$ cat src/hw/exec_pkg.sv
package exec_pkg;

  // ****************************************************************
  // timing
  // ****************************************************************
  localparam int CLK_HZ = 40_000_000;
  localparam int CLK_PERIOD_NS = 25;
  // one machine cycle spans four core clocks
  localparam int MACHINE_CLKS = 4;
  localparam int DIV_W = 2;
  localparam logic [DIV_W-1:0] TICK_AT = 2'h3;

  // ****************************************************************
  // widths and memory map
  // ****************************************************************
  localparam int DATA_W = 8;
  localparam int PC_W = 11;
  localparam int MEM_AW = 5;
  localparam int MEM_DEPTH = 32;
  localparam logic [MEM_AW-1:0] PC_LOW_ADDR = 5'h02;

  // ****************************************************************
  // register bus map, byte addresses
  // ****************************************************************
  localparam int BUS_AW = 8;
  localparam logic [BUS_AW-1:0] REG_CTRL = 8'h00;
  localparam logic [BUS_AW-1:0] REG_ACC = 8'h04;
  localparam logic [BUS_AW-1:0] REG_FLAGS = 8'h08;
  localparam logic [BUS_AW-1:0] REG_PC = 8'h0c;
  localparam int CTRL_RUN_BIT = 0;
  localparam int CTRL_BUSY_BIT = 8;
  localparam int FLAGS_W = 4;

  // ****************************************************************
  // reset values
  // ****************************************************************
  localparam logic RUN_RESET = 1'b1;
  localparam logic [DATA_W-1:0] ACC_RESET = 8'h00;
  localparam logic [PC_W-1:0] PC_RESET = 11'h000;
  localparam logic [DATA_W-1:0] ZERO_BYTE = 8'h00;

  // ****************************************************************
  // types
  // ****************************************************************
  typedef enum logic [3:0] {
    OP_NOP = 4'h0,
    OP_ADC_ACC = 4'h1,
    OP_ADC_MEM = 4'h2,
    OP_ADD_ACC = 4'h3,
    OP_ADD_IMM = 4'h4,
    OP_ADD_MEM = 4'h5,
    OP_AND_ACC = 4'h6,
    OP_AND_IMM = 4'h7,
    OP_AND_MEM = 4'h8,
    OP_CALL = 4'h9,
    OP_CLR_MEM = 4'ha
  } op_type;

  typedef struct packed {
    op_type op;
    logic [MEM_AW-1:0] memAddr;
    logic [DATA_W-1:0] imm;
    logic [PC_W-1:0] target;
  } instr_type;

  // bit order matches the flags register: sv z hc c, c in bit 0
  typedef struct packed {
    logic sv;
    logic z;
    logic hc;
    logic c;
  } flags_type;

  localparam flags_type FLAGS_RESET = 4'h0;

  typedef enum logic [2:0] {
    S_IDLE = 3'b001,
    S_EXEC = 3'b010,
    S_EXTRA = 3'b100
  } state_type;

endpackage

$ cat src/hw/phase_tick.sv
`timescale 1ns/1ps
module phase_tick (
  input wire logic sys_clk,
  input wire logic rst_b,
  output logic tick
);
  import exec_pkg::*;

  logic [DIV_W-1:0] countReg;
  logic tickReg;

  // free running phase counter, wraps every machine cycle
  always_ff @(posedge sys_clk or negedge rst_b) begin
    if (!rst_b) begin
      countReg <= '0;
    end else begin
      countReg <= countReg + 1'b1;
    end
  end

  // registered so the enable is glitch free for every user
  always_ff @(posedge sys_clk or negedge rst_b) begin
    if (!rst_b) begin
      tickReg <= 1'b0;
    end else begin
      tickReg <= (countReg == TICK_AT);
    end
  end

  assign tick = tickReg;
endmodule

$ cat src/hw/data_store.sv
`timescale 1ns/1ps
module data_store (
  input wire logic sys_clk,
  input wire logic rst_b,
  input wire logic wrEn,
  input wire logic [exec_pkg::MEM_AW-1:0] wrAddr,
  input wire logic [exec_pkg::DATA_W-1:0] wrData,
  input wire logic [exec_pkg::MEM_AW-1:0] rdAddr,
  output logic [exec_pkg::DATA_W-1:0] rdData
);
  import exec_pkg::*;

  logic [DATA_W-1:0] mem [MEM_DEPTH];
  logic [DATA_W-1:0] rdReg;

  // storage has no reset, contents are undefined at power up
  always_ff @(posedge sys_clk) begin
    if (wrEn) begin
      mem[wrAddr] <= wrData;
    end
  end

  // read data from a register, old data on a same-edge write
  always_ff @(posedge sys_clk or negedge rst_b) begin
    if (!rst_b) begin
      rdReg <= ZERO_BYTE;
    end else begin
      rdReg <= mem[rdAddr];
    end
  end

  assign rdData = rdReg;
endmodule

$ cat src/hw/exec_unit.sv
// What this block does
// - add with carry to the working register sums it, the memory byte and carry, and sets all four arithmetic flags.
// - add with carry into memory sums the same three terms and writes the byte back, setting all four flags.
// - plain add from memory sums the memory byte into the working register without carry and sets all four flags.
// - immediate add sums the literal into the working register without carry and sets all four flags.
// - plain add into memory writes working register plus memory byte back to memory and sets all four flags.
// - and with memory leaves the bitwise product in the working register and touches only the nil flag.
// - and with a literal leaves the bitwise product in the working register and touches only the nil flag.
// - and into memory writes the bitwise product back to memory and touches only the nil flag.
// - a call pushes program counter plus one, loads the target address and leaves every flag alone.
// - a call occupies two machine cycles.
// - byte zeroing writes 00h into the addressed memory byte.
// - any result written into the program counter low byte costs two machine cycles.
//
// The Avalon-MM slave port and the register offsets were decided locally.
`timescale 1ns/1ps
module exec_unit (
  input wire logic sys_clk,
  input wire logic rst_b,
  input wire logic issueValid,
  input wire exec_pkg::instr_type issueInstr,
  output logic issueReady,
  output logic doneStrobe,
  output logic stackPush,
  output logic [exec_pkg::PC_W-1:0] stackPushAddr,
  output logic [exec_pkg::PC_W-1:0] pcValue,
  output exec_pkg::flags_type flagsValue,
  output logic [exec_pkg::DATA_W-1:0] workingRegister,
  input wire logic [exec_pkg::BUS_AW-1:0] avs_address,
  input wire logic avs_read,
  input wire logic avs_write,
  input wire logic [31:0] avs_writedata,
  input wire logic [3:0] avs_byteenable,
  output logic [31:0] avs_readdata,
  output logic avs_waitrequest
);
  import exec_pkg::*;

  // ****************************************************************
  // declarations
  // ****************************************************************
  state_type stateReg;
  instr_type instrReg;
  flags_type flagsReg;
  logic [DATA_W-1:0] accReg;
  logic [PC_W-1:0] pcReg;
  logic [PC_W-1:0] pushAddrReg;
  logic pushReg;
  logic doneReg;
  logic runReg;
  logic ackReg;
  logic [31:0] rdDataReg;
  logic tick;
  logic accept;
  logic execTick;
  logic lowHit;
  logic lowWrite;
  logic twoCycle;
  logic [DATA_W-1:0] memRdData;
  logic [DATA_W-1:0] opndM;
  logic [DATA_W-1:0] opndB;
  logic cin;
  logic isSum;
  logic isAnd;
  logic toMem;
  logic [DATA_W:0] sumFull;
  logic [4:0] halfSum;
  logic overflow;
  logic [DATA_W-1:0] result;
  logic memWe;
  logic busReq;
  logic grant;
  logic busWrLo;
  logic busWrHi;

  // ****************************************************************
  // machine cycle enable and data memory
  // ****************************************************************
  phase_tick u_tick (
    .sys_clk(sys_clk),
    .rst_b(rst_b),
    .tick(tick)
  );

  // pc low byte lives in the counter, so memory never sees it
  assign memWe = execTick & toMem & ~lowHit;

  data_store u_store (
    .sys_clk(sys_clk),
    .rst_b(rst_b),
    .wrEn(memWe),
    .wrAddr(instrReg.memAddr),
    .wrData(result),
    .rdAddr(instrReg.memAddr),
    .rdData(memRdData)
  );

  // ****************************************************************
  // sequencing
  // ****************************************************************
  // a pending bus write holds off issue so the two never collide
  assign lowHit = (instrReg.memAddr == PC_LOW_ADDR);
  assign lowWrite = toMem & lowHit;
  assign twoCycle = (instrReg.op == OP_CALL) | lowWrite;
  assign execTick = (stateReg == S_EXEC) & tick;
  assign issueReady = tick & runReg & ~avs_write
    & ((stateReg == S_IDLE) | ((stateReg == S_EXEC) & ~twoCycle));
  assign accept = issueValid & issueReady;

  // one-cycle ops chain back to back, two-cycle ops park in extra
  always_ff @(posedge sys_clk or negedge rst_b) begin
    if (!rst_b) begin
      stateReg <= S_IDLE;
    end else begin
      case (stateReg)
        S_IDLE: begin
          if (accept) begin
            stateReg <= S_EXEC;
          end
        end
        S_EXEC: begin
          if (tick) begin
            if (twoCycle) begin
              stateReg <= S_EXTRA;
            end else if (!accept) begin
              stateReg <= S_IDLE;
            end
          end
        end
        S_EXTRA: begin
          if (tick) begin
            stateReg <= S_IDLE;
          end
        end
        default: begin
          stateReg <= S_IDLE;
        end
      endcase
    end
  end

  // instruction held for the whole execution
  always_ff @(posedge sys_clk or negedge rst_b) begin
    if (!rst_b) begin
      instrReg <= '0;
    end else if (accept) begin
      instrReg <= issueInstr;
    end
  end

  // ****************************************************************
  // datapath
  // ****************************************************************
  // reading the pc low byte returns the live counter
  assign opndM = lowHit ? pcReg[DATA_W-1:0] : memRdData;

  // operand and destination select per operation
  always_comb begin
    opndB = opndM;
    cin = 1'b0;
    isSum = 1'b0;
    isAnd = 1'b0;
    toMem = 1'b0;
    case (instrReg.op)
      OP_ADC_ACC: begin
        isSum = 1'b1;
        cin = flagsReg.c;
      end
      OP_ADC_MEM: begin
        isSum = 1'b1;
        cin = flagsReg.c;
        toMem = 1'b1;
      end
      OP_ADD_ACC: begin
        isSum = 1'b1;
      end
      OP_ADD_IMM: begin
        isSum = 1'b1;
        opndB = instrReg.imm;
      end
      OP_ADD_MEM: begin
        isSum = 1'b1;
        toMem = 1'b1;
      end
      OP_AND_ACC: begin
        isAnd = 1'b1;
      end
      OP_AND_IMM: begin
        isAnd = 1'b1;
        opndB = instrReg.imm;
      end
      OP_AND_MEM: begin
        isAnd = 1'b1;
        toMem = 1'b1;
      end
      OP_CLR_MEM: begin
        toMem = 1'b1;
      end
      default: begin
      end
    endcase
  end

  // full and nibble adders give carry and half carry directly
  assign sumFull = {1'b0, accReg} + {1'b0, opndB} + {8'h00, cin};
  assign halfSum = {1'b0, accReg[3:0]} + {1'b0, opndB[3:0]}
    + {4'h0, cin};
  assign overflow = (accReg[7] == opndB[7])
    & (sumFull[7] != accReg[7]);
  // zeroing falls through to the zero byte
  assign result = isSum ? sumFull[DATA_W-1:0]
    : (isAnd ? (accReg & opndB) : ZERO_BYTE);

  // ****************************************************************
  // architectural state
  // ****************************************************************
  // working register, bus writes only land while idle
  always_ff @(posedge sys_clk or negedge rst_b) begin
    if (!rst_b) begin
      accReg <= ACC_RESET;
    end else if (busWrLo && avs_address == REG_ACC) begin
      accReg <= avs_writedata[DATA_W-1:0];
    end else if (execTick && (isSum || isAnd) && !toMem) begin
      accReg <= result;
    end
  end

  // logic ops touch only z, calls and zeroing touch none
  always_ff @(posedge sys_clk or negedge rst_b) begin
    if (!rst_b) begin
      flagsReg <= FLAGS_RESET;
    end else if (busWrLo && avs_address == REG_FLAGS) begin
      flagsReg <= avs_writedata[FLAGS_W-1:0];
    end else if (execTick && isSum) begin
      flagsReg.sv <= overflow;
      flagsReg.z <= (result == ZERO_BYTE);
      flagsReg.hc <= halfSum[4];
      flagsReg.c <= sumFull[DATA_W];
    end else if (execTick && isAnd) begin
      flagsReg.z <= (result == ZERO_BYTE);
    end
  end

  // program counter, low byte writes keep the page bits
  always_ff @(posedge sys_clk or negedge rst_b) begin
    if (!rst_b) begin
      pcReg <= PC_RESET;
    end else if (busWrLo && avs_address == REG_PC) begin
      pcReg <= {busWrHi ? avs_writedata[PC_W-1:DATA_W]
        : pcReg[PC_W-1:DATA_W], avs_writedata[DATA_W-1:0]};
    end else if (execTick) begin
      if (instrReg.op == OP_CALL) begin
        pcReg <= instrReg.target;
      end else if (lowWrite) begin
        pcReg <= {pcReg[PC_W-1:DATA_W], result};
      end else begin
        pcReg <= pcReg + 1'b1;
      end
    end
  end

  // return address goes out with a one-cycle push strobe
  always_ff @(posedge sys_clk or negedge rst_b) begin
    if (!rst_b) begin
      pushReg <= 1'b0;
      pushAddrReg <= PC_RESET;
    end else begin
      pushReg <= execTick & (instrReg.op == OP_CALL);
      if (execTick && instrReg.op == OP_CALL) begin
        pushAddrReg <= pcReg + 1'b1;
      end
    end
  end

  // completion strobe, second machine cycle for two-cycle ops
  always_ff @(posedge sys_clk or negedge rst_b) begin
    if (!rst_b) begin
      doneReg <= 1'b0;
    end else begin
      doneReg <= (execTick & ~twoCycle)
        | ((stateReg == S_EXTRA) & tick);
    end
  end

  // ****************************************************************
  // register bus slave
  // ****************************************************************
  // one wait cycle; writes also wait for the unit to go idle
  assign busReq = avs_read | avs_write;
  assign grant = busReq & ~ackReg & (avs_read | (stateReg == S_IDLE));
  assign avs_waitrequest = busReq & ~ackReg;
  assign busWrLo = avs_write & ackReg & avs_byteenable[0];
  assign busWrHi = avs_byteenable[1];

  always_ff @(posedge sys_clk or negedge rst_b) begin
    if (!rst_b) begin
      ackReg <= 1'b0;
    end else begin
      ackReg <= grant;
    end
  end

  // run bit gates issue, so software can freeze the unit
  always_ff @(posedge sys_clk or negedge rst_b) begin
    if (!rst_b) begin
      runReg <= RUN_RESET;
    end else if (busWrLo && avs_address == REG_CTRL) begin
      runReg <= avs_writedata[CTRL_RUN_BIT];
    end
  end

  // read data captured at grant, unmapped reads return zero
  always_ff @(posedge sys_clk or negedge rst_b) begin
    if (!rst_b) begin
      rdDataReg <= 32'h0000_0000;
    end else if (grant && avs_read) begin
      if (avs_address == REG_CTRL) begin
        rdDataReg <= 32'h0000_0000;
        rdDataReg[CTRL_RUN_BIT] <= runReg;
        rdDataReg[CTRL_BUSY_BIT] <= (stateReg != S_IDLE);
      end else if (avs_address == REG_ACC) begin
        rdDataReg <= {24'h00_0000, accReg};
      end else if (avs_address == REG_FLAGS) begin
        rdDataReg <= {28'h000_0000, flagsReg};
      end else if (avs_address == REG_PC) begin
        rdDataReg <= {21'h00_0000, pcReg};
      end else begin
        rdDataReg <= 32'h0000_0000;
      end
    end
  end

  assign avs_readdata = rdDataReg;
  assign stackPush = pushReg;
  assign stackPushAddr = pushAddrReg;
  assign pcValue = pcReg;
  assign flagsValue = flagsReg;
  assign workingRegister = accReg;
  assign doneStrobe = doneReg;
endmodule

$ cat config.mk
export PLATFORM = sky130hd
export DESIGN_NAME = exec_unit
export DESIGN_NICKNAME = d
export VERILOG_FILES = /design/src/hw/exec_pkg.sv /design/src/hw/phase_tick.sv /design/src/hw/data_store.sv /design/src/hw/exec_unit.sv
export SDC_FILE = /design/constraint.sdc
export NUM_CORES = 1
export LEC_CHECK = 0
export BUFFER_PORTS_ARGS = -buffer_cell sky130_fd_sc_hd__buf_2
export CAP_MARGIN = 20
export CORE_MARGIN = 3
export CORE_UTILIZATION = 45
export DETAILED_ROUTE_END_ITERATION = 8
export GPL_ROUTABILITY_DRIVEN = 0
export PLACE_DENSITY = 0.68
export SLEW_MARGIN = 30
export SYNTH_ARGS = -nofsm -noshare
export SYNTH_HDL_FRONTEND = slang
export SYNTH_SLANG_ARGS = --single-unit
export TNS_END_PERCENT = 50
$ cat constraint.sdc
create_clock -name sys_clk -period 9.79 [get_ports sys_clk]
set_clock_uncertainty 0.15 [all_clocks]
set_input_delay 1.958 -clock sys_clk [delete_from_list [all_inputs] [get_ports sys_clk]]
set_output_delay 1.958 -clock sys_clk [all_outputs]
set_load 0.05 [all_outputs]
### Word-level counts from Yosys, hierarchy flattened

Memory sizes are Yosys's and may differ from the RTL's. A register that Yosys moved wholly into a read port is not among the register bits.
Index checks and enable logic that the tools add are counted.

| word-level totals | value |
|---|---|
| bits in writable memories | 256 |
| register bits | 104 |
| input bits | 77 |
| bits in latches | 0 |
| bits in read-only memories | 0 |
| memories kept | 1 |
| word-level logic and storage cells | 139 |
| output and inout port bits | 70 |

| operators by class | value |
|---|---|
| multipliers | 0 |
| reductions and logical operators | 26 |
| order comparisons | 0 |
| muxes and demuxes | 32 |
| add/sub/neg operators | 6 |
| shift operators | 0 |
| bitwise operators | 27 |
| equality and inequality tests | 27 |
| divide/modulo/power cells | 0 |

Memory list:

| memory | depth | bits a word | read ports | clocked after Yosys merged registers in | write ports | line | source |
|---|---|---|---|---|---|---|---|
| u_store.mem | 32 | 8 | 1 | 1 | 1 | data_store.sv:13 | `logic [DATA_W-1:0] mem [MEM_DEPTH];` |

Operators with widths:

| kind | number |
|---|---|
| 2-to-1 mux 11 bit | 8 |
| 2-to-1 mux 8 bit | 6 |
| 2-to-1 mux 3 bit | 6 |
| AND 1 bit | 17 |
| equality test 4 x 3 -> 1 bit, second input constant | 4 |
| equality test 8 x 4 -> 1 bit, second input constant | 2 |
| logical NOT 8 bit | 2 |
| equality test 4 bit, second input constant | 3 |
| adder 11 x 1 -> 11 bit, second input constant | 1 |
| logical AND 1 bit | 10 |
| adder 8 x 8 -> 9 bit | 1 |
| adder 9 x 1 -> 9 bit | 1 |
| 2-to-1 mux 1 bit | 9 |
| case mux 3 bit (3 select lines) | 1 |
| AND 8 bit | 1 |
| equality test 4 x 2 -> 1 bit, second input constant | 2 |
| equality test 8 x 3 -> 1 bit, second input constant | 1 |
| != test 3 x 1 -> 1 bit, second input constant | 2 |
| nonzero test 2 bit | 3 |
| adder 4 x 4 -> 5 bit | 1 |
| adder 5 x 1 -> 5 bit | 1 |
| equality test 5 x 2 -> 1 bit, second input constant | 1 |
| bitwise OR 1 bit | 5 |
| OR reduction 5 bit | 1 |
| 22 further kinds | 29 |

### Depth between registers and ports, before layout

Gate-level depths: netlist of run 1.

| depth | value |
|---|---|
| depth after elaboration | 14 |
| gate-level depth with buffers | 17 |
| gate-level depth less buffers | 15 |

### Hierarchy

A second synthesis of run 1 with hierarchy kept.

| unflattened totals | value |
|---|---|
| cell total of the unflattened synthesis | 932 |
| area, all modules | 15050.7 um^2 |

By module, submodules not included:

| module | sequential area each (um^2) | times used | area an instance (um^2) | cells each |
|---|---|---|---|---|
| data_store | 7887.6 | 1 | 10093.4 | 417 |
| exec_unit | 2004.4 | 1 | 4865.9 | 510 |
| phase_tick | 75.1 | 1 | 91.3 | 5 |

### Least setup slack after synthesis of run 1

OpenSTA, ideal clock, no wires.

| timing path | value |
|---|---|
| kind | reg-to-reg |
| start point | reg instrReg[21] (netlist bit) |
| end point | mem u_store.mem[0][0], data pin |
| library setup time | 0.658 ns |
| setup slack | 4.377 ns |
| buffers on the path | 2 |
| required time | 8.982 ns |
| arrival | 4.605 ns |
| stages on the path, launching flop included | 13 |
| period minus slack after synthesis | 5.413 ns |
| path through | dfrtp_1 > clkbuf_1 > nor3_1 > nand2_1 > clkbuf_1 > nor2_1 > a21oi_1 > a21oi_1 > inv_1 > fa_1 > nor2_1 > a21oi_1 > o311ai_0 |

| on the way | value |
|---|---|
| longest elaborated chain between the ends | 6 |
| elaborated cells on any way between the ends | 8 |
| classes of those cells | add/sub (2); eq/ne (1); mux (4); bitwise (1) |

Ends and longest elaborated chain:

| item | line | source |
|---|---|---|
| from (decl) | exec_unit.sv:43 | `instr_type instrReg;` |
| from (signal assigned) | exec_unit.sv:147 | `instrReg <= issueInstr;` |
| equality test 5 x 2 -> 1 bit * | exec_unit.sv:102 | `assign lowHit = (instrReg.memAddr == PC_LOW_ADDR);` |
| 2-to-1 mux 8 bit * | exec_unit.sv:155 | `assign opndM = lowHit ? pcReg[DATA_W-1:0] : memRdData;` |
| 2-to-1 mux 8 bit * | exec_unit.sv:164 | `case (instrReg.op)` |
| adder 8 x 8 -> 9 bit or AND 8 bit (tied branches) | exec_unit.sv:205, exec_unit.sv:212 |  |
| adder 9 x 1 -> 9 bit or 2-to-1 mux 8 bit (tied branches) | exec_unit.sv:205, exec_unit.sv:212 |  |
| 2-to-1 mux 8 bit * | exec_unit.sv:211 | `assign result = isSum ? sumFull[DATA_W-1:0]` |
| net result[0] | exec_unit.sv:69 | `logic [DATA_W-1:0] result;` |
| to (decl) | data_store.sv:13 |  |

The timed path passes the listed nets; every way through them passes the cells marked *.

### Worst setup path in the final report of run 1

| timing path | value |
|---|---|
| start point | reg instrReg[23] (netlist bit) |
| end point | out issueReady |

| on the way | value |
|---|---|
| longest elaborated chain between the ends | 7 |

Ends and longest elaborated chain:

| item | line | source |
|---|---|---|
| equality test 5 x 2 -> 1 bit | exec_unit.sv:102 |  |
| AND 1 bit | exec_unit.sv:103 | `assign lowWrite = toMem & lowHit;` |
| bitwise OR 1 bit | exec_unit.sv:104 | `assign twoCycle = (instrReg.op == OP_CALL) \| lowWrite;` |
| NOT 1 bit | exec_unit.sv:107 | `& ((stateReg == S_IDLE) \| ((stateReg == S_EXEC) & ~twoCycle));` |
| AND 1 bit | exec_unit.sv:107 |  |
| bitwise OR 1 bit | exec_unit.sv:107 |  |
| AND 1 bit | exec_unit.sv:107 |  |
| to (decl) | exec_unit.sv:22 | `output logic issueReady,` |

No other way between the ends.

==> results.sh, run 1 <==
export IMPL_outcome="finished clean"
export IMPL_wl_per_cell_microns=22.8
export IMPL_clk_latency_ps=540
export IMPL_numClockSinks=347
export IMPL_crit_type="flop to output pin"
export IMPL_power_density_nw_per_um2=193
export IMPL_layout_common_cells="edfxtp_1, buf_2, dfrtp_1, nor2_1, mux4_2"
export IMPL_clk_path_buf_depth=3
export IMPL_startpoint_type="flop"
export IMPL_ys_warn_count=0
export IMPL_whs_path_depth=1
export IMPL_setup_violations=0
export IMPL_portBuffers=102
export IMPL_die_h_microns=190
export IMPL_hp_start="u_tick.countReg[0]"
export IMPL_slew_violations=0
export IMPL_yosys_most_used_dff="edfxtp_1"
export IMPL_hold_viol=0
export IMPL_grt_max_degree=65
export IMPL_period_share_pct=57.7
export IMPL_p_sw_share_pct=24.2
export IMPL_drtAntennaViolNets=0
export IMPL_syn2layout_area_growth_pct=13.5
export IMPL_syn_inst=1004
export IMPL_fillers=2742
export IMPL_final_setup_tns_ps=0
export IMPL_power_share_combinational_pct=9.9
export IMPL_drt_wl_total_mm=36.0
export IMPL_core_sq_um=32900
export IMPL_ys_seq_area_share_pct=65.7
export IMPL_cap_violations=0
export IMPL_finalCriticalPeriod_ps=5640
export IMPL_vias_per_cell=5.82
export IMPL_dr_pass1_iters=5
export IMPL_met1_length_mm=14.8
export IMPL_r2r_cells=15
export IMPL_first_global_vias=9006
export IMPL_cp_end_kind="output pin"
export IMPL_mostFrequentLayoutCell="edfxtp_1"
export IMPL_hpwl_mm=23.3
export IMPL_hold_end="u_tick.countReg[0]"
export IMPL_power_internal_uw=2520
export IMPL_drt_iter0_drc=763
export IMPL_relSlewSlack_pct=33.6
export IMPL_clkTransAtPathRegs_ps=60
export IMPL_dieArea_sq_um=35900
export IMPL_cp_data_required_time_ps=7680
export IMPL_routed_via_count=9176
export IMPL_seqPwrFrac_pct=50.7
export IMPL_drive_gt1_share_pct=25.8
export IMPL_wl_met3_mm=2.77
export IMPL_avgSynthCellArea_sq_um=15.1
export IMPL_overflow=0
export IMPL_multiInputGateArea_sq_um=4860
export IMPL_antenna_found_initial=0
export IMPL_synth_seq_cells=347
export IMPL_register_area_sq_um=9970
export IMPL_netlist_area_sq_um=15200
export IMPL_path_max_fanout=30
export IMPL_ctsResizeCount=0
export IMPL_drc_errors=0
export IMPL_dp_cells=1510
export IMPL_cts_hold_buffers_added=0
export IMPL_synth_distinct_cells=72
export IMPL_hp_class="flop to flop"
export IMPL_critical_path_arrival_ps=3540
export IMPL_cts_tree="done"
export IMPL_power_switching_uw=804
export IMPL_finalNetCount=1196
export IMPL_rsz0062_at_grt="no"
export IMPL_rows=66
export IMPL_pin_count=147
export IMPL_power_leakage_uw=0.00629
export IMPL_rr_startpoint="instrReg[23]"
export IMPL_ctsHtreeMaxLevel=2
export IMPL_grt_pass1_wl_mm=54.6
export IMPL_vdd_drop_max_uv=118
export IMPL_clockRootBuffer="clkbuf_16"
export IMPL_clock_fmax_mhz=177
export IMPL_initial_utilization_pct=46.1
export IMPL_stdcell_count=1577
export IMPL_tightest_slew_ps=985
export IMPL_grt_usage_pct=19.9
export IMPL_r2r_end="flagsValue[2]"
export IMPL_cts_setup_buffers=0
export IMPL_synth_edf_count=256
export IMPL_rrSetupSlack_ps=4360
export IMPL_pwr_share_clk_pct=39.4
export IMPL_die_w_microns=190
export IMPL_route_met2_wl_mm=17.3
export IMPL_top_layer="met4"
export IMPL_antenna_cells=0
export IMPL_cts_buffers=37
export IMPL_ys_async_sr_fraction_pct=26.2
==> critical path, stage by stage (launching register included) <==
cell and delay [ps]:
dfrtp_1 720, nor3_1 570, nand2_1 470, nor3_1 660
o31a_1 290, nor2b_1 70, buf_2 210
==> synth_stat cells, types with 7 or more instances <==
cell type	count	area, sq um
edfxtp_1	256	7690
dfrtp_1	89	2230
nor2_1	81	304
mux4_2	65	1460
nand2_1	58	218
clkbuf_1	41	154
mux2_2	40	450
inv_1	29	109
a21oi_1	28	140
o21ai_0	28	140
nor2b_1	22	138
buf_4	21	158
mux2i_1	20	200
nand3_1	19	95.1
a31oi_1	16	100
buf_2	10	50.1
ha_1	10	125
a22oi_1	9	67.6
nand2b_1	9	56.3
nor3_1	9	45.0
a311oi_1	8	70.1
xnor2_1	8	70.1
o22ai_1	7	43.8
==> area by class of cell <==
type                            count  share of cell area, %
Clock buffer                       49                   5.64
Inverter                           29                  0.632
Tap cell                          442                   3.21
Clock inverter                     18                  0.930
Multi-Input combinational cell    581                   28.3
Timing Repair Buffer              111                   3.39
Sequential cell                   347                   57.9
==> state kept, by name, indices dropped and copies added, names as in the netlist, 2 cells and up <==
signal / flops
u_tick.countReg: 2
instrReg: 28
flagsValue: 4
workingRegister: 8
avs_readdata: 11
stackPushAddr: 11
pcValue: 11
u_store.rdData: 8
stateReg: 3
u_store.mem: 256
==> per-stage QoR <==
stage / hold WS, ps / utilization, % / total power, uW / instance area [sq um] / setup slack [ps]
after global routing: 290 / 52.4 / 3440 / 17200 / 3940
after CTS: 282 / 52.4 / 3350 / 17200 / 4180
after detailed placement: 273 / 48.9 / 2040 / 16100 / 4330
after floorplan: 251 / - / 1920 / 15300 / 4380
final: 275 / 52.4 / 3320 / 17200 / 4150
after global placement: 261 / 48.9 / 2030 / 16100 / 4460
==> routing by layer <==
metal,vias up,track usage [%]
met1,4642,27.0
met4,0,7.08
li1,4035,-
met2,422,32.7
met3,77,3.63
met5,-,0
==> cell families (layout without fill, tap and decap cells) <==
group	Yosys count	count (layout)	synth area share, %
and+or+nand+nor	247	247	8.04
other	1	29	0.0247
xor gates and xnor gates	11	11	0.635
DFF	347	347	65.7
adders and majority gates	12	12	1.09
buffers and inverters	104	207	3.18
muxes	125	125	13.9
AOI/OAI and AO/OA	157	157	7.35
==> power groups by stage <==
stage | sequential [uW] | combinational, uW | clock (uW)
floorplan | 1710 | 217 | 0
global placement | 1710 | 319 | 0
detailed placement | 1710 | 329 | 0
CTS | 1680 | 330 | 1330
global route | 1690 | 359 | 1390
finish | 1680 | 328 | 1310
==> how the worst max path moves through the flow <==
stage | start | endpoint | cells after the start
finish | instrReg[23] | issueReady | 6
global route | instrReg[23] | issueReady | 6
CTS | instrReg[23] | issueReady | 6
detailed placement | instrReg[23] | flagsValue[2] | 15
global placement | instrReg[23] | flagsValue[2] | 15
floorplan | instrReg[21] | u_store.mem[0][0] | 12
(Power assumes the default switching activity.)
==> inputs of run 2 (changes only) <==
==> constraint.sdc (replaced) <==
create_clock -name sys_clk -period 5.8 [get_ports sys_clk]
set_clock_uncertainty 0.15 [all_clocks]
set_input_delay 1.16 -clock sys_clk [delete_from_list [all_inputs] [get_ports sys_clk]]
set_output_delay 1.16 -clock sys_clk [all_outputs]
set_load 0.05 [all_outputs]
==> results.sh, run 2 (synthesis gave the netlist of run 1 again) <==
export IMPL_cp_startpoint="instrReg[22]"
export IMPL_cts_tree="done"
export IMPL_final_area_sq_um=17300
export IMPL_cp_data_required_time_ps=6060
export IMPL_holdWs_ps=271
export IMPL_placed_area_sq_um=16100
export IMPL_largest_registers="u_store.mem (256), instrReg (28)"
export IMPL_ctsResizeCount=0
export IMPL_die_w_microns=190
export IMPL_pin_count=147
export IMPL_initial_utilization_pct=46.1
export IMPL_cts_hold_buffers_added=0
export IMPL_final_setup_tns_ps=0
export IMPL_startpoint_type="flop"
export IMPL_drt_iter0_drc=903
export IMPL_setup_violations=0
export IMPL_mostFrequentLayoutCell="edfxtp_1"
export IMPL_syn2layout_area_growth_pct=14.2
export IMPL_ctsHtreeMaxLevel=2
export IMPL_finish_utilization_pct=52.7
export IMPL_finalCriticalPeriod_ps=5100
export IMPL_crit_type="flop to flop"
export IMPL_overflow=0
export IMPL_drive_gt1_share_pct=26.3
export IMPL_wl_met3_mm=2.71
export IMPL_rsz0062_at_grt="no"
export IMPL_vdd_drop_max_uv=281
export IMPL_route_met2_wl_mm=16.9
export IMPL_rr_startpoint="instrReg[22]"
export IMPL_clkTransAtPathRegs_ps=60
export IMPL_vias_per_cell=5.76
export IMPL_path_max_fanout=35
export IMPL_final_setup_worst_slack_ps=699
export IMPL_cts_setup_buffers=0
export IMPL_tightest_slew_ps=817
export IMPL_drtAntennaViolNets=0
export IMPL_r2r_cells=13
export IMPL_grt_max_degree=58
export IMPL_rows=66
export IMPL_layout_common_cells="edfxtp_1, buf_2, dfrtp_1, nor2_1, mux4_2"
export IMPL_period_share_pct=87.9
export IMPL_cts_buffers=36
export IMPL_outcome="finished clean"
export IMPL_slew_violations=0
export IMPL_portBuffers=102
export IMPL_met1_length_mm=15.0
export IMPL_hp_class="flop to flop"
export IMPL_cp_end_kind="flop"
export IMPL_relSlewSlack_pct=45.1
export IMPL_drt_wl_total_mm=36.0
export IMPL_cp_endpoint="flagsValue[2]"
export IMPL_antenna_cells=0
export IMPL_post_place_ws_ps=737
export IMPL_top_layer="met4"
export IMPL_die_h_microns=190
export IMPL_finalNetCount=1200
export IMPL_wl_per_cell_microns=22.8
export IMPL_rrSetupSlack_ps=700
export IMPL_clockRootBuffer="clkbuf_16"
export IMPL_cap_violations=0
export IMPL_first_global_vias=9058
export IMPL_grt_pass1_wl_mm=55.2
export IMPL_critical_path_arrival_ps=5360
export IMPL_routed_via_count=9092
export IMPL_largest_register="u_store.mem"
export IMPL_dr_pass1_iters=5
export IMPL_power_density_nw_per_um2=329
export IMPL_largest_reg_flops=256
export IMPL_power_leakage_uw=0.00633
export IMPL_antenna_found_initial=0
export IMPL_dieArea_sq_um=35900
export IMPL_hold_viol=0
export IMPL_clk_path_buf_depth=3
export IMPL_core_sq_um=32900
export IMPL_r2r_end="flagsValue[2]"
export IMPL_hpwl_mm=23.6
export IMPL_grt_usage_pct=20.1
export IMPL_numClockSinks=347
export IMPL_clk_latency_ps=510
export IMPL_clock_fmax_mhz=196
export IMPL_drc_errors=0
==> run 2: changes by cell type in the layout (fill, tap and decap cells not counted), sizes merged <==
| cell | change |
|---|---|
| bufinv | +2 |
| clkbuf | -4 |
| inv | +1 |
| buf | +5 |
| clkinvlp | +2 |
| clkinv | -4 |
==> run 2: worst max-delay path, cell delays in order, from the launching register on <==
cell and delay (ps):
dfrtp_1 550, nor3_1 550, nand2_1 510, nor2_1 210
a21oi_1 70, a21oi_1 230, inv_1 80, fa_1 410
fa_1 450, xnor2_1 170, a22o_4 370, or4_1 540
or4b_1 490, o41ai_2 200
==> run 2: metal layers <==
metal / vias up / global-route usage [%]
met3: 82 / 3.50
met1: 4580 / 27.8
met5: - / 0
met4: 0 / 7.48
met2: 386 / 32.4
li1: 4044 / -
==> run 2: where the power goes <==
part | internal, uW | switching, uW
Clock | 1370 | 938
Combinational | 174 | 389
Sequential | 2800 | 29.2
==> run 2: stage by stage <==
step,std cells,power [uW]
after floorplan,1032,3250
after global placement,1514,3430
after detailed placement,1514,3440
after CTS,1578,5740
after global routing,1579,5910
final,1579,5710
==> run 2: how the worst min path moves through the flow <==
stage	start	to	cells past startpoint
final	u_tick.countReg[0]	u_tick.countReg[0]	1
after floorplan	u_tick.countReg[0]	u_tick.countReg[0]	1
after global placement	u_tick.countReg[0]	u_tick.countReg[0]	1
after CTS	u_tick.countReg[0]	u_tick.countReg[0]	1
after global routing	u_tick.countReg[0]	u_tick.countReg[0]	1
after detailed placement	u_tick.countReg[0]	u_tick.countReg[0]	1
==> run 2: area by class of cell <==
| type | instances | area, sq um |
|---|---|---|
| Clock inverter | 19 | 203 |
| Multi-Input combinational cell | 581 | 4860 |
| Clock buffer | 45 | 976 |
| Timing Repair Buffer | 116 | 642 |
| Sequential cell | 347 | 9970 |
| Fill cell | 2748 | 15500 |
| Tap cell | 442 | 553 |
| Inverter | 29 | 109 |
==> inputs of run 3 (changes only) <==
==> constraint.sdc (replaced) <==
create_clock -name sys_clk -period 5.32 [get_ports sys_clk]
set_clock_uncertainty 0.15 [all_clocks]
set_input_delay 1.064 -clock sys_clk [delete_from_list [all_inputs] [get_ports sys_clk]]
set_output_delay 1.064 -clock sys_clk [all_outputs]
set_load 0.05 [all_outputs]
==> results.sh, run 3 (synthesis gave the netlist of run 1 again) <==
export IMPL_power_total_uw=6000
export IMPL_placed_area_sq_um=16100
export IMPL_largest_reg_flops=256
export IMPL_cts_buffers=36
export IMPL_vias_per_cell=5.77
export IMPL_overflow=0
export IMPL_finalNetCount=1203
export IMPL_relSlewSlack_pct=34.4
export IMPL_rsz0062_at_grt="no"
export IMPL_cp_data_required_time_ps=5580
export IMPL_drc_errors=0
export IMPL_r2r_end="flagsValue[2]"
export IMPL_finalCriticalPeriod_ps=4590
export IMPL_r2r_cells=15
export IMPL_die_w_microns=190
export IMPL_pin_count=147
export IMPL_hold_viol=0
export IMPL_path_max_fanout=15
export IMPL_power_leakage_uw=0.00631
export IMPL_hp_start="u_tick.countReg[0]"
export IMPL_crit_type="flop to flop"
export IMPL_cp_end_kind="flop"
export IMPL_clkTransAtPathRegs_ps=60
export IMPL_cap_violations=0
export IMPL_ctsResizeCount=0
export IMPL_dp_cells=1518
export IMPL_cts_setup_buffers=0
export IMPL_mostFrequentLayoutCell="edfxtp_1"
export IMPL_dieArea_sq_um=35900
export IMPL_largest_register="u_store.mem"
export IMPL_ctsHtreeMaxLevel=2
export IMPL_hp_class="flop to flop"
export IMPL_fillers=2755
export IMPL_hold_end="u_tick.countReg[0]"
export IMPL_tightest_slew_ps=973
export IMPL_die_h_microns=190
export IMPL_clock_fmax_mhz=218
export IMPL_antenna_cells=0
export IMPL_vdd_drop_max_uv=292
export IMPL_grt_pass1_wl_mm=53.9
export IMPL_portBuffers=102
export IMPL_rr_startpoint="instrReg[22]"
export IMPL_clk_latency_ps=530
export IMPL_power_density_nw_per_um2=348
export IMPL_slew_violations=0
export IMPL_startpoint_type="flop"
export IMPL_grt_max_degree=70
export IMPL_finish_utilization_pct=52.4
export IMPL_rows=66
export IMPL_grt_usage_pct=19.6
export IMPL_outcome="finished clean"
export IMPL_clk_path_buf_depth=3
export IMPL_drive_gt1_share_pct=26.1
export IMPL_drt_iter0_drc=1001
export IMPL_routed_via_count=9132
export IMPL_first_global_vias=9015
export IMPL_stdcell_count=1582
export IMPL_critical_path_arrival_ps=4850
export IMPL_numClockSinks=347
export IMPL_rrSetupSlack_ps=730
export IMPL_final_setup_tns_ps=0
export IMPL_period_share_pct=86.3
export IMPL_largest_registers="u_store.mem (256), instrReg (28)"
export IMPL_clockRootBuffer="clkbuf_16"
export IMPL_whs_path_depth=1
export IMPL_cts_hold_buffers_added=0
export IMPL_hpwl_mm=23.5
export IMPL_syn2layout_area_growth_pct=13.6
export IMPL_layout_common_cells="edfxtp_1, buf_2, dfrtp_1, nor2_1, mux4_2"
export IMPL_drt_wl_total_mm=35.6
export IMPL_cts_tree="done"
export IMPL_core_sq_um=32900
export IMPL_setup_violations=0
export IMPL_wl_per_cell_microns=22.5
export IMPL_antenna_found_initial=0
export IMPL_initial_utilization_pct=46.1
export IMPL_dr_pass1_iters=5
export IMPL_final_area_sq_um=17200
export IMPL_drtAntennaViolNets=0
==> run 3: cell types whose count changed in the layout (fill, tap and decap cells not counted), moves of 2 or more <==
cell       delta
clkinv_2      +4
bufinv_16     -4
clkbuf_8      -2
buf_4         +4
clkbuf_1      +2
==> run 3: how the worst max path moves through the flow <==
stage | from | to | slack [ps] | depth (start not counted)
after floorplan | instrReg[21] | flagsValue[2] | 230 | 16
after global routing | instrReg[22] | flagsValue[2] | 390 | 17
after CTS | instrReg[22] | flagsValue[2] | 750 | 15
after global placement | instrReg[22] | flagsValue[2] | 820 | 15
final | instrReg[22] | flagsValue[2] | 730 | 15
after detailed placement | instrReg[22] | flagsValue[2] | 780 | 15
==> run 3: critical path: stages, from the launching register on <==
cell	delay, ps
dfrtp_1	550
nor3_1	480
nand2_1	90
buf_4	220
nor2_1	110
a21oi_1	50
a21oi_1	210
inv_1	80
fa_1	410
fa_1	530
and2b_1	120
o32a_1	150
o21ai_2	60
or4_1	540
or4b_1	500
o41ai_2	220
==> run 3: cell type report <==
cell class | instances | area, sq um | area share (%)
repair buffers | 119 | 644 | 3.74
well taps | 442 | 553 | 3.21
clock inverters | 19 | 118 | 0.683
flip-flops and latches | 347 | 9970 | 57.9
multi-input cells | 581 | 4870 | 28.3
clock buffers | 45 | 956 | 5.55
inverters | 29 | 109 | 0.632
==> run 3: routing by layer <==
metal  global-route usage (%)  share of wire (%)  vias to the layer above
met5                        0                  0                        -
met4                     6.94                3.4                        0
met3                     2.97                7.2                       83
met2                     32.1                 48                      431
met1                     27.1                 41                     4565
li1                         -                  -                     4053
==> run 3: stage by stage <==
step,hold slack [ps],setup slack [ps]
after detailed placement,268,783
after floorplan,251,227
final,272,730
after global routing,289,391
after CTS,277,754
after global placement,261,816
==> run 3: where the power goes <==
part	switching, uW	leakage [uW]	internal (uW)
Sequential	29.7	0.00349	3050
Combinational	432	0.00230	197
Clock	1000	0.000518	1280
Total	1470	0.00631	4540
